`src/logic/fecs_pkg.sv`:
```
// Shared constants and carrier types for the flash erase command sequencer
package fecs_pkg;
  localparam int AW = 21;
  localparam int DW = 16;
  localparam logic [AW-1:0] UNLOCK1_ADDR = 21'h000555;
  localparam logic [AW-1:0] UNLOCK2_ADDR = 21'h0002aa;
  localparam logic [DW-1:0] D_UNLOCK1 = 16'h00aa;
  localparam logic [DW-1:0] D_UNLOCK2 = 16'h0055;
  localparam logic [DW-1:0] D_SETUP   = 16'h0080;
  localparam logic [DW-1:0] D_CHIP    = 16'h0010;
  localparam logic [DW-1:0] D_SECTOR  = 16'h0030;
  localparam logic [DW-1:0] D_SUSPEND = 16'h00b0;
  localparam logic [DW-1:0] D_RESUME  = 16'h0030;
  localparam logic [DW-1:0] D_RESET   = 16'h00f0;
  // Register offsets of the controller
  localparam logic [7:0] REG_CMD  = 8'h00;
  localparam logic [7:0] REG_ADDR = 8'h04;
  localparam logic [7:0] REG_STAT = 8'h08;
  localparam logic [7:0] REG_POLL = 8'h0c;
  // Command codes written to REG_CMD[3:0]
  localparam logic [3:0] CMD_CHIP   = 4'h1;
  localparam logic [3:0] CMD_SECT   = 4'h2;
  localparam logic [3:0] CMD_ADD    = 4'h3;
  localparam logic [3:0] CMD_SUSP   = 4'h4;
  localparam logic [3:0] CMD_RESUME = 4'h5;
  localparam logic [3:0] CMD_RESET  = 4'h6;
  localparam logic [3:0] CMD_HWRST  = 4'h7;
  localparam logic [3:0] CMD_POLL   = 4'h8;
  localparam logic [2:0] LAST_LONG  = 3'h5;
  // Status register bit positions
  localparam int ST_BUSY    = 0;
  localparam int ST_MODE    = 1;
  localparam int ST_REFUSED = 4;
  localparam int ST_LAPSED  = 5;
  localparam int ST_RB      = 6;
  localparam int ST_POLL7   = 8;
  localparam int ST_TOG6    = 9;
  localparam int ST_TOG2    = 10;
  localparam int ST_WIN3    = 11;
  // Flash status bit positions in a polled word
  localparam int DQ_POLL = 7;
  localparam int DQ_TOG  = 6;
  localparam int DQ_WIN  = 3;
  localparam int DQ_ALT  = 2;
  // Timing
  localparam int CLK_MHZ      = 250;
  localparam int WIN_TIME_US  = 50;
  localparam int SUSP_TIME_US = 20;
  localparam int WIN_CYC      = WIN_TIME_US * CLK_MHZ;
  localparam int SUSP_CYC     = SUSP_TIME_US * CLK_MHZ;
  typedef struct packed {
    logic          rd;
    logic [AW-1:0] addr;
    logic [DW-1:0] data;
  } fecs_req_t;
  typedef struct packed {
    logic          ce_n;
    logic          we_n;
    logic          oe_n;
    logic [AW-1:0] addr;
    logic [DW-1:0] dq;
    logic          dq_oe;
  } fecs_pins_t;
endpackage

```
`src/logic/fecs_ahb_slave.sv`:
```
// AHB-Lite slave front end: zero wait state, always OKAY
module fecs_ahb_slave
  import fecs_pkg::*;
(
  input  wire logic        clk_in,
  input  wire logic        rst_n_in,
  input  wire logic        hsel_in,
  input  wire logic [31:0] haddr_in,
  input  wire logic [1:0]  htrans_in,
  input  wire logic        hwrite_in,
  input  wire logic        hready_in,
  input  wire logic [31:0] hwdata_in,
  input  wire logic [31:0] rd_word_in,
  output logic      [7:0]  ap_off_out,
  output logic             ap_ok_out,
  output logic             wr_en_out,
  output logic      [7:0]  wr_off_out,
  output logic      [31:0] wr_data_out,
  output logic      [31:0] hrdata_out
);
  logic ap_take;
  logic wr_pend_q;
  assign ap_take     = hsel_in && hready_in && htrans_in[1];
  assign ap_off_out  = haddr_in[7:0];
  assign ap_ok_out   = (haddr_in[31:8] == 24'h000000) && (haddr_in[1:0] == 2'h0);
  assign wr_en_out   = wr_pend_q;
  assign wr_data_out = hwdata_in;
  always_ff @(posedge clk_in)
  begin
    if (!rst_n_in)
    begin
      wr_pend_q  <= 1'b0;
      wr_off_out <= 8'h00;
      hrdata_out <= 32'h00000000;
    end
    else
    begin
      wr_pend_q <= ap_take && hwrite_in && ap_ok_out;
      if (ap_take)
      begin
        wr_off_out <= ap_off_out;
        // Read data is ready at the start of the data phase
        hrdata_out <= (!hwrite_in && ap_ok_out) ? rd_word_in : 32'h00000000;
      end
    end
  end
endmodule

```
`src/logic/fecs_flash_cycle.sv`:
```
// One asynchronous flash bus cycle, write or read, built from clock phases
module fecs_flash_cycle
  import fecs_pkg::*;
#(
  parameter int PH_CYC = 20
)(
  input  wire logic            clk_in,
  input  wire logic            rst_n_in,
  input  wire logic            start_in,
  input  wire fecs_pkg::fecs_req_t req_in,
  input  wire logic [DW-1:0]   dq_pin_in,
  output fecs_pkg::fecs_pins_t pins_out,
  output logic                 we_rise_out,
  output logic                 done_out,
  output logic      [DW-1:0]   rdata_out
);
  typedef enum {P_IDLE, P_SETUP, P_STROBE, P_HOLD} fecs_ph_t;
  fecs_ph_t         ph_q;
  logic [15:0]      cnt_q;
  logic             rd_q;
  logic [DW-1:0]    dq_s1_q;
  logic [DW-1:0]    dq_s2_q;
  logic             ph_end;
  assign ph_end = (cnt_q == 16'(PH_CYC - 1));
  always_ff @(posedge clk_in)
  begin
    dq_s1_q <= dq_pin_in;
    dq_s2_q <= dq_s1_q;
  end
  always_ff @(posedge clk_in)
  begin
    if (!rst_n_in)
    begin
      ph_q        <= P_IDLE;
      cnt_q       <= 16'h0000;
      rd_q        <= 1'b0;
      pins_out    <= '{ce_n: 1'b1, we_n: 1'b1, oe_n: 1'b1, default: '0};
      we_rise_out <= 1'b0;
      done_out    <= 1'b0;
      rdata_out   <= '0;
    end
    else
    begin
      we_rise_out <= 1'b0;
      done_out    <= 1'b0;
      cnt_q       <= ph_end ? 16'h0000 : cnt_q + 16'h0001;
      case (ph_q)
        P_IDLE:
        begin
          cnt_q <= 16'h0000;
          if (start_in)
          begin
            ph_q          <= P_SETUP;
            rd_q          <= req_in.rd;
            pins_out.ce_n <= 1'b0;
            pins_out.oe_n <= !req_in.rd;
            pins_out.addr <= req_in.addr;
            pins_out.dq   <= req_in.data;
            pins_out.dq_oe <= !req_in.rd;
          end
        end
        P_SETUP:
          if (ph_end)
          begin
            ph_q          <= P_STROBE;
            pins_out.we_n <= rd_q;
          end
        P_STROBE:
          if (ph_end)
          begin
            ph_q          <= P_HOLD;
            pins_out.we_n <= 1'b1;
            we_rise_out   <= !rd_q;
          end
        P_HOLD:
          if (ph_end)
          begin
            // Sampled late so the two sync stages have settled
            if (rd_q)
              rdata_out <= dq_s2_q;
            ph_q           <= P_IDLE;
            done_out       <= 1'b1;
            pins_out.ce_n  <= 1'b1;
            pins_out.oe_n  <= 1'b1;
            pins_out.dq_oe <= 1'b0;
          end
        default:
          ph_q <= P_IDLE;
      endcase
    end
  end
endmodule

```
`src/logic/fecs_top.sv`:
```
// Host-side erase command sequencer driving a parallel flash
module fecs_top
  import fecs_pkg::*;
#(
  parameter int PH_CYC    = 20,
  parameter int RST_CYC   = 125,
  parameter int WIN_LIMIT = WIN_CYC,
  parameter int SUSP_WAIT = SUSP_CYC
)(
  input  wire logic          CLK_IN,
  input  wire logic          RESETN_IN,
  input  wire logic          HSEL_IN,
  input  wire logic [31:0]   HADDR_IN,
  input  wire logic [1:0]    HTRANS_IN,
  input  wire logic          HWRITE_IN,
  input  wire logic [2:0]    HSIZE_IN,
  input  wire logic          HREADY_IN,
  input  wire logic [31:0]   HWDATA_IN,
  output logic      [31:0]   HRDATA_OUT,
  output logic               HREADYOUT_OUT,
  output logic               HRESP_OUT,
  output logic      [AW-1:0] FL_ADDR_OUT,
  input  wire logic [DW-1:0] FL_DQ_IN,
  output logic      [DW-1:0] FL_DQ_OUT,
  output logic               FL_DQ_OE_OUT,
  output logic               FL_CE_N_OUT,
  output logic               FL_WE_N_OUT,
  output logic               FL_OE_N_OUT,
  output logic               FL_RESET_N_OUT,
  input  wire logic          FL_READY_BUSY_N_IN
);
  import fecs_pkg::*;

  typedef enum {S_IDLE, S_ISSUE, S_WAIT, S_RST} fecs_seq_t;
  typedef enum logic [2:0] {
    M_READ, M_WINDOW, M_ERASE, M_CHIP, M_SUSPENDING, M_SUSP
  } fecs_mode_t;

  fecs_seq_t     seq_q;
  fecs_seq_t     seq_d;
  fecs_mode_t    mode_q;
  fecs_mode_t    mode_d;
  logic [3:0]    cmd_q;
  logic [2:0]    step_q;
  logic [AW-1:0] addr_q;
  logic [15:0]   tmr_q;
  logic [15:0]   rst_cnt_q;
  logic          refused_q;
  logic          lapsed_q;
  logic [DW-1:0] poll_q;
  logic          rb_s1_q;
  logic          rb_s2_q;
  logic          rb_s3_q;
  logic          start_q;

  logic [7:0]    ap_off;
  logic          ap_ok;
  logic          wr_en;
  logic [7:0]    wr_off;
  logic [31:0]   wr_data;
  logic [31:0]   rd_word;
  logic [31:0]   stat_word;
  fecs_req_t     req;
  fecs_pins_t    pins;
  logic          we_rise;
  logic          cyc_done;
  logic [DW-1:0] cyc_rdata;
  logic          cmd_wr;
  logic          accept;
  logic          last_step;
  logic          final_rise;
  logic          rb_rise;
  logic          tmr_win_end;
  logic          tmr_susp_end;
  logic          rst_end;

  // Sequence table: the host writes the exact expected pattern, except for poll, which reads
  function automatic fecs_req_t fecs_step(input logic [3:0] cmd,
                                          input logic [2:0] idx,
                                          input logic [AW-1:0] sa);
    fecs_req_t r;
    r = '{rd: 1'b0, addr: sa, data: D_RESET};
    case (cmd)
      CMD_CHIP, CMD_SECT:
        case (idx)
          3'h0, 3'h3: r = '{rd: 1'b0, addr: UNLOCK1_ADDR, data: D_UNLOCK1};
          3'h1, 3'h4: r = '{rd: 1'b0, addr: UNLOCK2_ADDR, data: D_UNLOCK2};
          3'h2:       r = '{rd: 1'b0, addr: UNLOCK1_ADDR, data: D_SETUP};
          default:
            r = (cmd == CMD_CHIP) ? '{rd: 1'b0, addr: UNLOCK1_ADDR, data: D_CHIP}
                                  : '{rd: 1'b0, addr: sa, data: D_SECTOR};
        endcase
      CMD_ADD:    r = '{rd: 1'b0, addr: sa, data: D_SECTOR};
      CMD_SUSP:   r = '{rd: 1'b0, addr: sa, data: D_SUSPEND};
      CMD_RESUME: r = '{rd: 1'b0, addr: sa, data: D_RESUME};
      CMD_POLL:   r = '{rd: 1'b1, addr: sa, data: '0};
      default:    r = '{rd: 1'b0, addr: sa, data: D_RESET};
    endcase
    return r;
  endfunction

  // Which orders the flash would act on in its present mode
  function automatic logic fecs_allowed(input logic [3:0] cmd, input fecs_mode_t m);
    logic ok;
    ok = 1'b0;
    case (cmd)
      CMD_POLL, CMD_HWRST: ok = 1'b1;
      CMD_CHIP, CMD_SECT:  ok = (m == M_READ);
      CMD_ADD:             ok = (m == M_WINDOW);
      CMD_SUSP:            ok = (m == M_WINDOW) || (m == M_ERASE);
      CMD_RESUME:          ok = (m == M_SUSP);
      CMD_RESET:           ok = (m == M_READ) || (m == M_WINDOW) || (m == M_SUSP);
      default:             ok = 1'b0;
    endcase
    return ok;
  endfunction

  fecs_ahb_slave u_ahb (
    .clk_in      (CLK_IN),
    .rst_n_in    (RESETN_IN),
    .hsel_in     (HSEL_IN),
    .haddr_in    (HADDR_IN),
    .htrans_in   (HTRANS_IN),
    .hwrite_in   (HWRITE_IN),
    .hready_in   (HREADY_IN),
    .hwdata_in   (HWDATA_IN),
    .rd_word_in  (rd_word),
    .ap_off_out  (ap_off),
    .ap_ok_out   (ap_ok),
    .wr_en_out   (wr_en),
    .wr_off_out  (wr_off),
    .wr_data_out (wr_data),
    .hrdata_out  (HRDATA_OUT)
  );

  fecs_flash_cycle #(
    .PH_CYC (PH_CYC)
  ) u_cyc (
    .clk_in      (CLK_IN),
    .rst_n_in    (RESETN_IN),
    .start_in    (start_q),
    .req_in      (req),
    .dq_pin_in   (FL_DQ_IN),
    .pins_out    (pins),
    .we_rise_out (we_rise),
    .done_out    (cyc_done),
    .rdata_out   (cyc_rdata)
  );

  assign FL_ADDR_OUT  = pins.addr;
  assign FL_DQ_OUT    = pins.dq;
  assign FL_DQ_OE_OUT = pins.dq_oe;
  assign FL_CE_N_OUT  = pins.ce_n;
  assign FL_WE_N_OUT  = pins.we_n;
  assign FL_OE_N_OUT  = pins.oe_n;

  assign req          = fecs_step(cmd_q, step_q, addr_q);
  assign cmd_wr       = wr_en && (wr_off == REG_CMD);
  assign accept       = cmd_wr && (seq_q == S_IDLE) && fecs_allowed(wr_data[3:0], mode_q);
  assign last_step    = ((cmd_q == CMD_CHIP) || (cmd_q == CMD_SECT)) ? (step_q == LAST_LONG)
                                                                   : (step_q == 3'h0);
  assign final_rise   = we_rise && last_step;
  assign rb_rise      = rb_s2_q && !rb_s3_q;
  assign tmr_win_end  = (tmr_q == 16'(WIN_LIMIT - 1));
  assign tmr_susp_end = (tmr_q == 16'(SUSP_WAIT - 1));
  assign rst_end      = (rst_cnt_q == 16'(RST_CYC - 1));

  assign stat_word = {20'h00000,
                      poll_q[DQ_WIN], poll_q[DQ_ALT], poll_q[DQ_TOG], poll_q[DQ_POLL],
                      1'b0, rb_s2_q, lapsed_q, refused_q,
                      mode_q, (seq_q != S_IDLE)};
  assign rd_word = !ap_ok               ? 32'h00000000 :
                   (ap_off == REG_ADDR) ? 32'(addr_q) :
                   (ap_off == REG_STAT) ? stat_word :
                   (ap_off == REG_POLL) ? 32'(poll_q) : 32'h00000000;

  always_comb
  begin
    seq_d = seq_q;
    case (seq_q)
      S_IDLE:
        if (accept)
          seq_d = (wr_data[3:0] == CMD_HWRST) ? S_RST : S_ISSUE;
      S_ISSUE:
        seq_d = S_WAIT;
      S_WAIT:
        if (cyc_done)
          seq_d = last_step ? S_IDLE : S_ISSUE;
      S_RST:
        if (rst_end)
          seq_d = S_IDLE;
      default:
        seq_d = S_IDLE;
    endcase
  end

  // Mode tracks what the flash is doing, so illegal orders never reach the pins
  always_comb
  begin
    mode_d = mode_q;
    case (mode_q)
      M_WINDOW:
        if (tmr_win_end)
          mode_d = M_ERASE;
      M_ERASE, M_CHIP:
        if (rb_rise)
          mode_d = M_READ;
      M_SUSPENDING:
        if (tmr_susp_end)
          mode_d = M_SUSP;
      default:
        mode_d = mode_q;
    endcase
    if (final_rise)
      case (cmd_q)
        CMD_CHIP:   mode_d = M_CHIP;
        CMD_SECT,
        CMD_ADD:    mode_d = M_WINDOW;
        CMD_SUSP:   mode_d = (mode_q == M_WINDOW) ? M_SUSP : M_SUSPENDING;
        CMD_RESUME: mode_d = M_ERASE;
        CMD_RESET:  mode_d = (mode_q == M_SUSP) ? M_SUSP : M_READ;
        default:    mode_d = mode_d;
      endcase
    // Suspended mode survives a reset command; only the hardware reset pulse returns it to read
    if (seq_q == S_RST)
      mode_d = M_READ;
  end

  always_ff @(posedge CLK_IN)
  begin
    rb_s1_q <= FL_READY_BUSY_N_IN;
    rb_s2_q <= rb_s1_q;
    rb_s3_q <= rb_s2_q;
  end

  always_ff @(posedge CLK_IN)
  begin
    if (!RESETN_IN)
    begin
      seq_q  <= S_IDLE;
      mode_q <= M_READ;
      cmd_q  <= 4'h0;
      step_q <= 3'h0;
      start_q <= 1'b0;
    end
    else
    begin
      seq_q   <= seq_d;
      mode_q  <= mode_d;
      start_q <= (seq_d == S_ISSUE);
      if (accept)
      begin
        cmd_q  <= wr_data[3:0];
        step_q <= 3'h0;
      end
      else if (cyc_done && !last_step)
        step_q <= step_q + 3'h1;
    end
  end

  // Window and suspend timers share one counter; they never overlap
  always_ff @(posedge CLK_IN)
  begin
    if (!RESETN_IN)
      tmr_q <= 16'h0000;
    else if (final_rise)
      tmr_q <= 16'h0000;
    else if ((mode_q == M_WINDOW) || (mode_q == M_SUSPENDING))
      tmr_q <= tmr_q + 16'h0001;
  end

  always_ff @(posedge CLK_IN)
  begin
    if (!RESETN_IN)
    begin
      addr_q    <= '0;
      refused_q <= 1'b0;
      lapsed_q  <= 1'b0;
      poll_q    <= '0;
    end
    else
    begin
      if (wr_en && (wr_off == REG_ADDR) && (seq_q == S_IDLE))
        addr_q <= wr_data[AW-1:0];
      if (cmd_wr)
        refused_q <= !accept;
      if (final_rise && (cmd_q == CMD_SECT))
        lapsed_q <= 1'b0;
      else if ((mode_q == M_WINDOW) && tmr_win_end)
        lapsed_q <= 1'b1;
      if (cyc_done && (cmd_q == CMD_POLL))
        poll_q <= cyc_rdata;
    end
  end

  // Hardware reset pulse: the sequence must be rerun by software afterwards
  always_ff @(posedge CLK_IN)
  begin
    if (!RESETN_IN)
    begin
      rst_cnt_q      <= 16'h0000;
      FL_RESET_N_OUT <= 1'b1;
    end
    else
    begin
      FL_RESET_N_OUT <= !(seq_d == S_RST);
      rst_cnt_q      <= (seq_q == S_RST) ? rst_cnt_q + 16'h0001 : 16'h0000;
    end
  end

  always_ff @(posedge CLK_IN)
  begin
    if (!RESETN_IN)
    begin
      HREADYOUT_OUT <= 1'b0;
      HRESP_OUT     <= 1'b0;
    end
    else
    begin
      HREADYOUT_OUT <= 1'b1;
      HRESP_OUT     <= 1'b0;
    end
  end
endmodule
```
`config.mk`:
```
export PLATFORM = sky130hd
export DESIGN_NAME = fecs_top
export DESIGN_NICKNAME = d
export VERILOG_FILES = /design/src/logic/fecs_pkg.sv /design/src/logic/fecs_ahb_slave.sv /design/src/logic/fecs_flash_cycle.sv /design/src/logic/fecs_top.sv
export SDC_FILE = /design/constraint.sdc
export NUM_CORES = 1
export LEC_CHECK = 0
export ABC_CLOCK_PERIOD_IN_PS = 2200
export BUFFER_PORTS_ARGS = -buffer_cell sky130_fd_sc_hd__buf_4
export CAP_MARGIN = 20
export CELL_PAD_IN_SITES_DETAIL_PLACEMENT = 1
export CELL_PAD_IN_SITES_GLOBAL_PLACEMENT = 1
export CORE_ASPECT_RATIO = 0.8
export CORE_MARGIN = 1
export CORE_UTILIZATION = 39
export DETAILED_ROUTE_END_ITERATION = 10
export GPL_TIMING_DRIVEN = 0
export PLACE_DENSITY_LB_ADDON = 0.1
export SLEW_MARGIN = 20
export SYNTH_ARGS = -nofsm -noshare
export SYNTH_HDL_FRONTEND = slang
export SYNTH_HIERARCHICAL = 1
export SYNTH_SLANG_ARGS = --single-unit
```
`constraint.sdc`:
```
create_clock -name CLK_IN -period 2.2 [get_ports CLK_IN]
set_input_delay 0.44 -clock CLK_IN [delete_from_list [all_inputs] [get_ports CLK_IN]]
set_output_delay 0.44 -clock CLK_IN [all_outputs]
set_load 0.01 [all_outputs]
```
==> flow_summary.ini, run 1 <==
[clocking]
cts_sinks = 270
htreeDepth = 1
clockBufferDepth = 3
clk_pin_slew_ps = 60
cts-root-buf = clkbuf_16
insertion_delay_ps = 540
cts_buffers = 29
cts_tree = built

[final_layout]
antenna-diode-count = 0
area_growth_pct = 28.2
fin_cells = 1791
final_layout_size_suffix_gt1_frac = 0.207
nets = 1511
fillCellCount = 3201

[sta]
skew_ps = 15.5
tns_ps = 0
finalCritPeriodShare = 0.968
tightest_slew_ps = 773
timing.final.crit_period_ps = 2130
max_freq_mhz = 470
setup_violations = 0
slew_headroom = 0.485
hold_viol = 0
drv_slew = 0

[worst_setup_path]
reg2reg_to = addr_q[20]
critPathLaunchType = register
crit_arrival_ps = 2550
endpoint_kind = register
worstPathRequired_ps = 2620
r2r_slack_ps = 70
critPathMaxFanout = 10
r2r-start = seq_q[2]
rr_worst_depth = 8
path_class = reg -> reg

[floorplanning]
fp.dieW_um = 189
rows = 54
core_area_um2 = 27400
initial_core_util = 0.399
die_y_um = 152
io_pins = 167
dieArea_um2 = 28700

[drt]
via_per_inst = 4.96
via_count = 8890
detail-route-antenna-nets = 0
drt_iter0_drc = 371
first_pass_iters = 4
routedWlPerCell_um = 17.0
drc = 0
routed_wl_um = 30500

[worst_hold_path]
min_path_type = in -> reg
hold_depth = 1
min_to = HREADYOUT_OUT
hp-start = RESETN_IN

[global_routing]
grt_first_pass_wirelength_um = 47700
grt_use_met2 = 0.328
grt_use_met3 = 0.0327
grt_use_met1 = 0.300
grt_usage = 0.208
grt.busiest_layer = met2
antenna_found_initial = 0
grt_max_degree = 16
grt_pass1_vias = 8831
overflow = 0

[placed_design]
hpwlAfterDp_um = 22400
gp_congestion = 0.822
portBuffers = 129
place_inst = 1715

[power_and_ir_drop]
ir_worst_vdd_v = 0.000502
power.leakage_nw = 5.37
p_per_area_nw_per_um2 = 749

[yosys]
netlist_area_um2 = 10900
avgSynthCellArea_um2 = 9.31
synth_cells = 1173
yosys_warnings = 6

[status]
status = complete, no violations

[run]
cap_violations = 0
==> cell usage in the layout, fill, tap and decap left out, types with 10 or more instances in the layout <==
cell and instances:
clkbuf_1 31, nor4_1 23, nor2b_1 39, nand4_1 13
and3_1 13, a21oi_1 26, o21a_1 10, nand3_1 25
nand2_1 203, ha_1 13, a22o_1 32, mux2i_1 49
dfxtp_1 267, buf_4 171, xnor2_1 29, o21ai_0 13
nor3_1 15, clkbuf_16 29, xor2_1 17, inv_1 19
dlygate4sd3_1 17, conb_1 50, a21boi_0 62, nor2_1 102
==> what timing repair did <==
| item | 4_1_cts | 5_1_grt |
|---|---|---|
| resized for setup | 22 | 35 |
| pin swaps | 2 | 5 |
| hold endpoints to repair | 17 | 0 |
| hold buffers | 17 | 0 |
| endpoints found under the setup margin | 87 | 89 |
| setup buffers | 3 | 6 |
==> worst max-delay path by stage <==
stage	endpoint	startpoint	cells after the start
3_3_place_gp	u_ahb/hrdata_out[9]	HADDR_IN[23]	8
6_report	addr_q[20]	seq_q[2]	8
5_1_grt	addr_q[20]	seq_q[2]	8
4_1_cts	addr_q[20]	seq_q[2]	8
2_1_floorplan	FL_RESET_N_OUT	HWDATA_IN[1]	9
3_5_place_dp	u_ahb/hrdata_out[8]	HADDR_IN[23]	8
==> area by class of cell <==
class	instances	area (um2)	share of cell area
multi-input combinational	844	5260	0.376
clock buffer	34	764	0.0546
inverter	19	71.3	0.00510
timing repair buffer	155	1210	0.0862
clock inverter	17	231	0.0165
buffer	88	597	0.0427
tap	364	455	0.0326
sequential	270	5410	0.387
==> sequential cells by signal, indices dropped and copies added (netlist names), 2 cells and up <==
signal,cells
mode_q,3
u_cyc/dq_s1_q,16
u_ahb/hrdata_out,32
u_cyc/rdata_out,16
poll_q,16
u_cyc/dq_s2_q,16
addr_q,21
u_cyc/ph_q,2
cmd_q,4
tmr_q,16
u_cyc/cnt_q,16
u_cyc/pins_out,41
seq_q,32
rst_cnt_q,16
step_q,3
u_ahb/wr_off_out,8
==> through the flow <==
step / area [um2] / total power [mW] / hold WS [ps] / worst slack [ps] / utilization
2_1_floorplan: 11100 / 5.26 / 310 / 3.38 / -
3_3_place_gp: 12500 / 5.42 / 311 / -585 / 0.458
3_5_place_dp: 12500 / 5.43 / 314 / -594 / 0.458
4_1_cts: 13800 / 10.6 / 137 / -5.76 / 0.505
5_1_grt: 14000 / 10.8 / 145 / -7.91 / 0.511
6_report: 14000 / 10.5 / 155 / 70.3 / 0.511
==> where the power goes <==
part / internal, mW / total, mW / switching [mW]
Combinational: 0.187 / 0.368 / 0.180
Sequential: 4.96 / 4.98 / 0.0248
Clock: 3.07 / 5.12 / 2.05
Total: 8.22 / 10.5 / 2.25
==> worst max-delay path, stage by stage (launching register included) <==
cell and delay, ps:
dfxtp_1 310, nor4_2 280, nand4_1 260, nor2_4 260, and4_1 200, buf_2 180
buf_8 190, mux2i_1 260, nor2b_1 80
==> per-layer routing <==
layer	up-vias	share of wire	wire, um
met1	4278	0.50	15400
li1	4375	-	-
met4	0	0.018	552
met5	-	0	0
met2	193	0.43	13100
met3	44	0.048	1450
No activity file was read; power rests on OpenSTA's default activity.
==> run 2: changes to the inputs <==
--- a/config.mk
+++ b/config.mk
@@ -12,7 +12,7 @@
 export CELL_PAD_IN_SITES_GLOBAL_PLACEMENT = 1
 export CORE_ASPECT_RATIO = 0.8
 export CORE_MARGIN = 1
-export CORE_UTILIZATION = 39
+export CORE_UTILIZATION = 30
 export DETAILED_ROUTE_END_ITERATION = 10
 export GPL_TIMING_DRIVEN = 0
 export PLACE_DENSITY_LB_ADDON = 0.1
==> flow_summary.ini, run 2 (same netlist as run 1, synthesis figures left out) <==
[clocking]
clk_pin_slew_ps = 60
insertion_delay_ps = 570
clockBufferDepth = 3
cts_sinks = 270
cts_buffers = 30
cts_tree = built
cts-root-buf = clkbuf_16
htreeDepth = 1

[final_layout]
fillCellCount = 4155
fin_cells = 1914
largest_reg_flops = 41
regMostFlops = u_cyc/pins_out
layout_common_cells = 269 x dfxtp_1, 203 x nand2_1, 174 x buf_4
nets = 1514
final_common_cell = dfxtp_1
final_layout_size_suffix_gt1_frac = 0.217
area_growth_pct = 31.3
finish.utilization = 0.400
reg_top3 = u_cyc/pins_out x41, seq_q x32, u_ahb/hrdata_out x32
antenna-diode-count = 0

[global_routing]
antenna_found_initial = 0
grt_pass1_vias = 8876
overflow = 0
grt_first_pass_wirelength_um = 49600
grt_max_degree = 16
grt_usage = 0.166

[sta]
hold_viol = 0
timing.final.crit_period_ps = 2110
max_freq_mhz = 475
tightest_slew_ps = 750
finalCritPeriodShare = 0.957
setup_violations = 0
slew_headroom = 0.496
hold_ws_ps = 107
drv_slew = 0
skew_ps = 19.1

[drt]
detail-route-antenna-nets = 0
routed_wl_um = 30900
first_pass_iters = 6
routedWlPerCell_um = 16.1
via_count = 8714
via_per_inst = 4.55
drc = 0
drt_iter0_drc = 347

[worst_setup_path]
crit_chain = or4b_4 > nor3_4 > and2_4 > and4bb_1 > buf_6 > a21oi_1 > nor3_2
critPathMaxFanout = 8
critPathBufInv = 1
cp_slowest_stage_delay_ps = 570
endpoint_kind = register
worstPathRequired_ps = 2650
path_class = reg -> reg
critPathLaunchType = register
crit_arrival_ps = 2560
crit_slowest_cell = or4b_4
crit_family = simple AND/OR/NAND/NOR gates

[placed_design]
hpwlAfterDp_um = 22900
portBuffers = 129
gp_congestion = 0.819
place_inst = 1831

[power_and_ir_drop]
ir_worst_vdd_v = 0.000453
p_per_area_nw_per_um2 = 760
power.leakage_nw = 5.47

[floorplanning]
dieArea_um2 = 37200
rows = 62
fp.dieW_um = 215
io_pins = 167
die_y_um = 173
core_area_um2 = 35800
initial_core_util = 0.305

[worst_hold_path]
min_path_type = in -> reg

[run]
cap_violations = 0

[status]
status = complete, no violations
[run 2: cell count changes in the layout (fill, tap and decap cells not counted), sizes merged]
| cell | previous run | this run |
|---|---|---|
| inv | 20 | 19 |
| clkbuf | 68 | 73 |
| clkinvlp | 3 | 4 |
| clkinv | 8 | 5 |
| buf | 189 | 194 |
[run 2: what timing repair did]
item	in CTS	in global routing
hold buffers	17	0
setup buffers	4	8
setup endpoints to repair	90	82
endpoints found under the hold margin	17	0
pin swaps	4	9
resized for setup	30	42
[run 2: layout make-up]
cell class | instances | area [um2] | share of cell area
Buffer | 87 | 596 | 0.0415
Clock buffer | 42 | 907 | 0.0633
Clock inverter | 14 | 213 | 0.0148
Inverter | 19 | 71.3 | 0.00497
Multi-Input combinational cell | 844 | 5320 | 0.371
Sequential cell | 270 | 5410 | 0.377
Tap cell | 480 | 601 | 0.0419
Timing Repair Buffer | 158 | 1230 | 0.0857
[run 2: where the power goes]
part           internal (mW)  leakage (nW)  switching, mW
Combinational          0.188          2.73          0.175
Clock                   3.46         0.540           2.10
Sequential              4.96          2.20         0.0236
Total                   8.60          5.47           2.30
[run 2: per-stage QoR]
step / worst slack [ps] / total power, mW / instance area, um2 / setup TNS, ps
after floorplan: 3.38 / 5.26 / 11100 / 0
after global placement: -717 / 5.42 / 12700 / -29360
after detailed placement: -712 / 5.43 / 12700 / -31540
after CTS: 3.56 / 11.1 / 14100 / 0
after global routing: -8.38 / 11.3 / 14300 / -14.8
final: 94.5 / 10.9 / 14300 / 0
[run 2: layer usage]
| layer | share of wire | track usage | wire [um] | vias to the layer above |
|---|---|---|---|---|
| li1 | - | - | - | 4390 |
| met1 | 0.52 | 0.244 | 16000 | 4153 |
| met2 | 0.43 | 0.254 | 13200 | 134 |
| met3 | 0.039 | 0.0288 | 1220 | 37 |
| met4 | 0.017 | 0.0331 | 510 | 0 |
| met5 | 0 | 0 | 0 | - |
[run 2: path summary, 6_finish.rpt]
path         slack [ps]  depth (start not counted)          endpoint                start
min reg2reg         320                          0  u_cyc/dq_s2_q[4]     u_cyc/dq_s1_q[4]
max                  90                          7           start_q  u_ahb/wr_off_out[1]
min                 110                          2   u_ahb/wr_en_out            HWRITE_IN
max reg2reg          90                          7           start_q  u_ahb/wr_off_out[1]
==> run 3: changes to the inputs <==
--- a/config.mk
+++ b/config.mk
@@ -8,7 +8,7 @@
 export ABC_CLOCK_PERIOD_IN_PS = 2200
 export BUFFER_PORTS_ARGS = -buffer_cell sky130_fd_sc_hd__buf_4
 export CAP_MARGIN = 20
-export CELL_PAD_IN_SITES_DETAIL_PLACEMENT = 1
+export CELL_PAD_IN_SITES_DETAIL_PLACEMENT = 0
 export CELL_PAD_IN_SITES_GLOBAL_PLACEMENT = 1
 export CORE_ASPECT_RATIO = 0.8
 export CORE_MARGIN = 1
==> flow_summary.ini, run 3 (same netlist as run 1, synthesis figures left out) <==
[status]
status = complete, no violations

[worst_setup_path]
crit_chain = buf_4 > or4_4 > nand3b_4 > nor2_2 > nand2_1 > clkbuf_1 > nor4_1 > a22o_1
r2r-start = cmd_q[3]
critPathLaunchType = input port
crit_arrival_ps = 2610
rr_worst_depth = 6
reg2reg_to = mode_q[0]
path_class = in -> reg
cp_slowest_stage_delay_ps = 530
crit_slowest_cell = or4_4
endpoint_kind = register
critPathMaxFanout = 10
startpoint = HADDR_IN[23]
worstPathRequired_ps = 2700
r2r_slack_ps = 100

[drt]
routed_wl_um = 29300
first_pass_iters = 5
drc = 0
via_per_inst = 4.44
detail-route-antenna-nets = 0
routedWlPerCell_um = 15.3
drt_iter0_drc = 342
via_count = 8473

[floorplanning]
initial_core_util = 0.305
rows = 62
die_y_um = 173
core_area_um2 = 35800
fp.dieW_um = 215
io_pins = 167
dieArea_um2 = 37200

[sta]
rsz0062_at_grt = yes
finalCritPeriodShare = 0.959
hold_ws_ps = 126
drv_slew = 0
max_freq_mhz = 474
tightest_slew_ps = 755
setup_violations = 0
slew_headroom = 0.497
hold_viol = 0
timing.final.crit_period_ps = 2110
skew_ps = 12.8
tns_ps = 0

[global_routing]
grt_first_pass_wirelength_um = 46300
grt_use_met1 = 0.235
grt_use_met3 = 0.0296
grt_usage = 0.156
grt_max_degree = 16
grt_pass1_vias = 8169
antenna_found_initial = 0
grt.busiest_layer = met1
overflow = 0
grt_use_met2 = 0.231

[worst_hold_path]
min_path_type = in -> reg
hp-start = HWRITE_IN
hold_depth = 2
min_to = u_ahb/wr_en_out

[power_and_ir_drop]
power.leakage_nw = 5.40
combPwrFrac = 0.034
seqPwrFrac = 0.464
switching_share = 0.211
ir_worst_vdd_v = 0.000518
p_int_mw = 8.47
power.switching_mw = 2.26
p_per_area_nw_per_um2 = 755
clkPwrFrac = 0.503

[final_layout]
antenna-diode-count = 0
area_growth_pct = 30.3
layout_common_cells = 267 x dfxtp_1, 202 x nand2_1, 169 x buf_4
final_layout_size_suffix_gt1_frac = 0.211
fillCellCount = 3670
nets = 1509
largest_reg_flops = 41
final_common_cell = dfxtp_1
reg_top3 = u_cyc/pins_out x41, seq_q x32, u_ahb/hrdata_out x32
regMostFlops = u_cyc/pins_out

[placed_design]
hpwlAfterDp_um = 21700
portBuffers = 129
gp_congestion = 0.819

[clocking]
htreeDepth = 1
cts_buffers = 30
insertion_delay_ps = 560
cts_tree = built
clockBufferDepth = 3
clk_pin_slew_ps = 60
cts_sinks = 270
cts-root-buf = clkbuf_16

[run]
cap_violations = 0
run 3: cell types whose count changed in the layout (fill, tap and decap cells not counted), sizes merged:
cell    previous run  this run
clkinv             5         7
clkbuf            73        72
buf              194       188
run 3: through the flow:
step | instance area [um2] | total power [mW] | utilization | setup WS [ps] | cells
floorplan | 11100 | 5.26 | - | 3.38 | 1222
global placement | 12700 | 5.42 | 0.354 | -717 | 1831
detailed placement | 12700 | 5.42 | 0.354 | -759 | 1831
CTS | 14100 | 10.9 | 0.392 | 2.86 | 1905
global route | 14200 | 11.2 | 0.397 | -0.357 | 1909
finish | 14200 | 10.7 | 0.397 | 90.3 | 1909
run 3: worst max path at each step:
| stage | endpoint | slack [ps] | cells past startpoint |
|---|---|---|---|
| floorplan | FL_RESET_N_OUT | 3 | 9 |
| global placement | u_ahb/hrdata_out[8] | -720 | 8 |
| detailed placement | u_ahb/hrdata_out[8] | -760 | 8 |
| CTS | addr_q[20] | 3 | 8 |
| global route | u_cyc/rdata_out[12] | -0.4 | 6 |
| finish | u_ahb/hrdata_out[11] | 90 | 8 |
run 3: layout make-up:
type | instances | area (um2) | area share
sequential | 270 | 5410 | 0.380
multi-input combinational | 844 | 5280 | 0.371
timing repair buffer | 153 | 1190 | 0.0838
clock buffer | 40 | 860 | 0.0604
tap | 480 | 601 | 0.0422
buffer | 87 | 588 | 0.0414
clock inverter | 16 | 223 | 0.0157
inverter | 19 | 71.3 | 0.00502
run 3: critical path: cells and delay by family:
kind | cells | cell delay (ps)
and+or+nand+nor | 5 | 1600
buffers and inverters | 2 | 380
AOI/OAI and AO/OA | 1 | 190
run 3: timing repair:
action | CTS | global route
hold buffers | 17 | 0
endpoints found under the setup margin | 90 | 92
pin swaps | 1 | 7
hold endpoints to repair | 17 | 0
setup buffers | 3 | 4
resized for setup | 26 | 36
run 3: power groups by stage:
stage / logic, mW / registers [mW] / clock network (mW)
6_report: 0.361 / 4.98 / 5.40
5_1_grt: 0.397 / 4.98 / 5.78
4_1_cts: 0.362 / 4.98 / 5.57
3_5_place_dp: 0.336 / 5.09 / 0
3_3_place_gp: 0.336 / 5.09 / 0
2_1_floorplan: 0.182 / 5.08 / 0
run 3: layer usage:
metal	share of wire	vias to the layer above
li1	-	4395
met1	0.53	3914
met2	0.41	132
met3	0.039	32
met4	0.014	0
met5	0	-
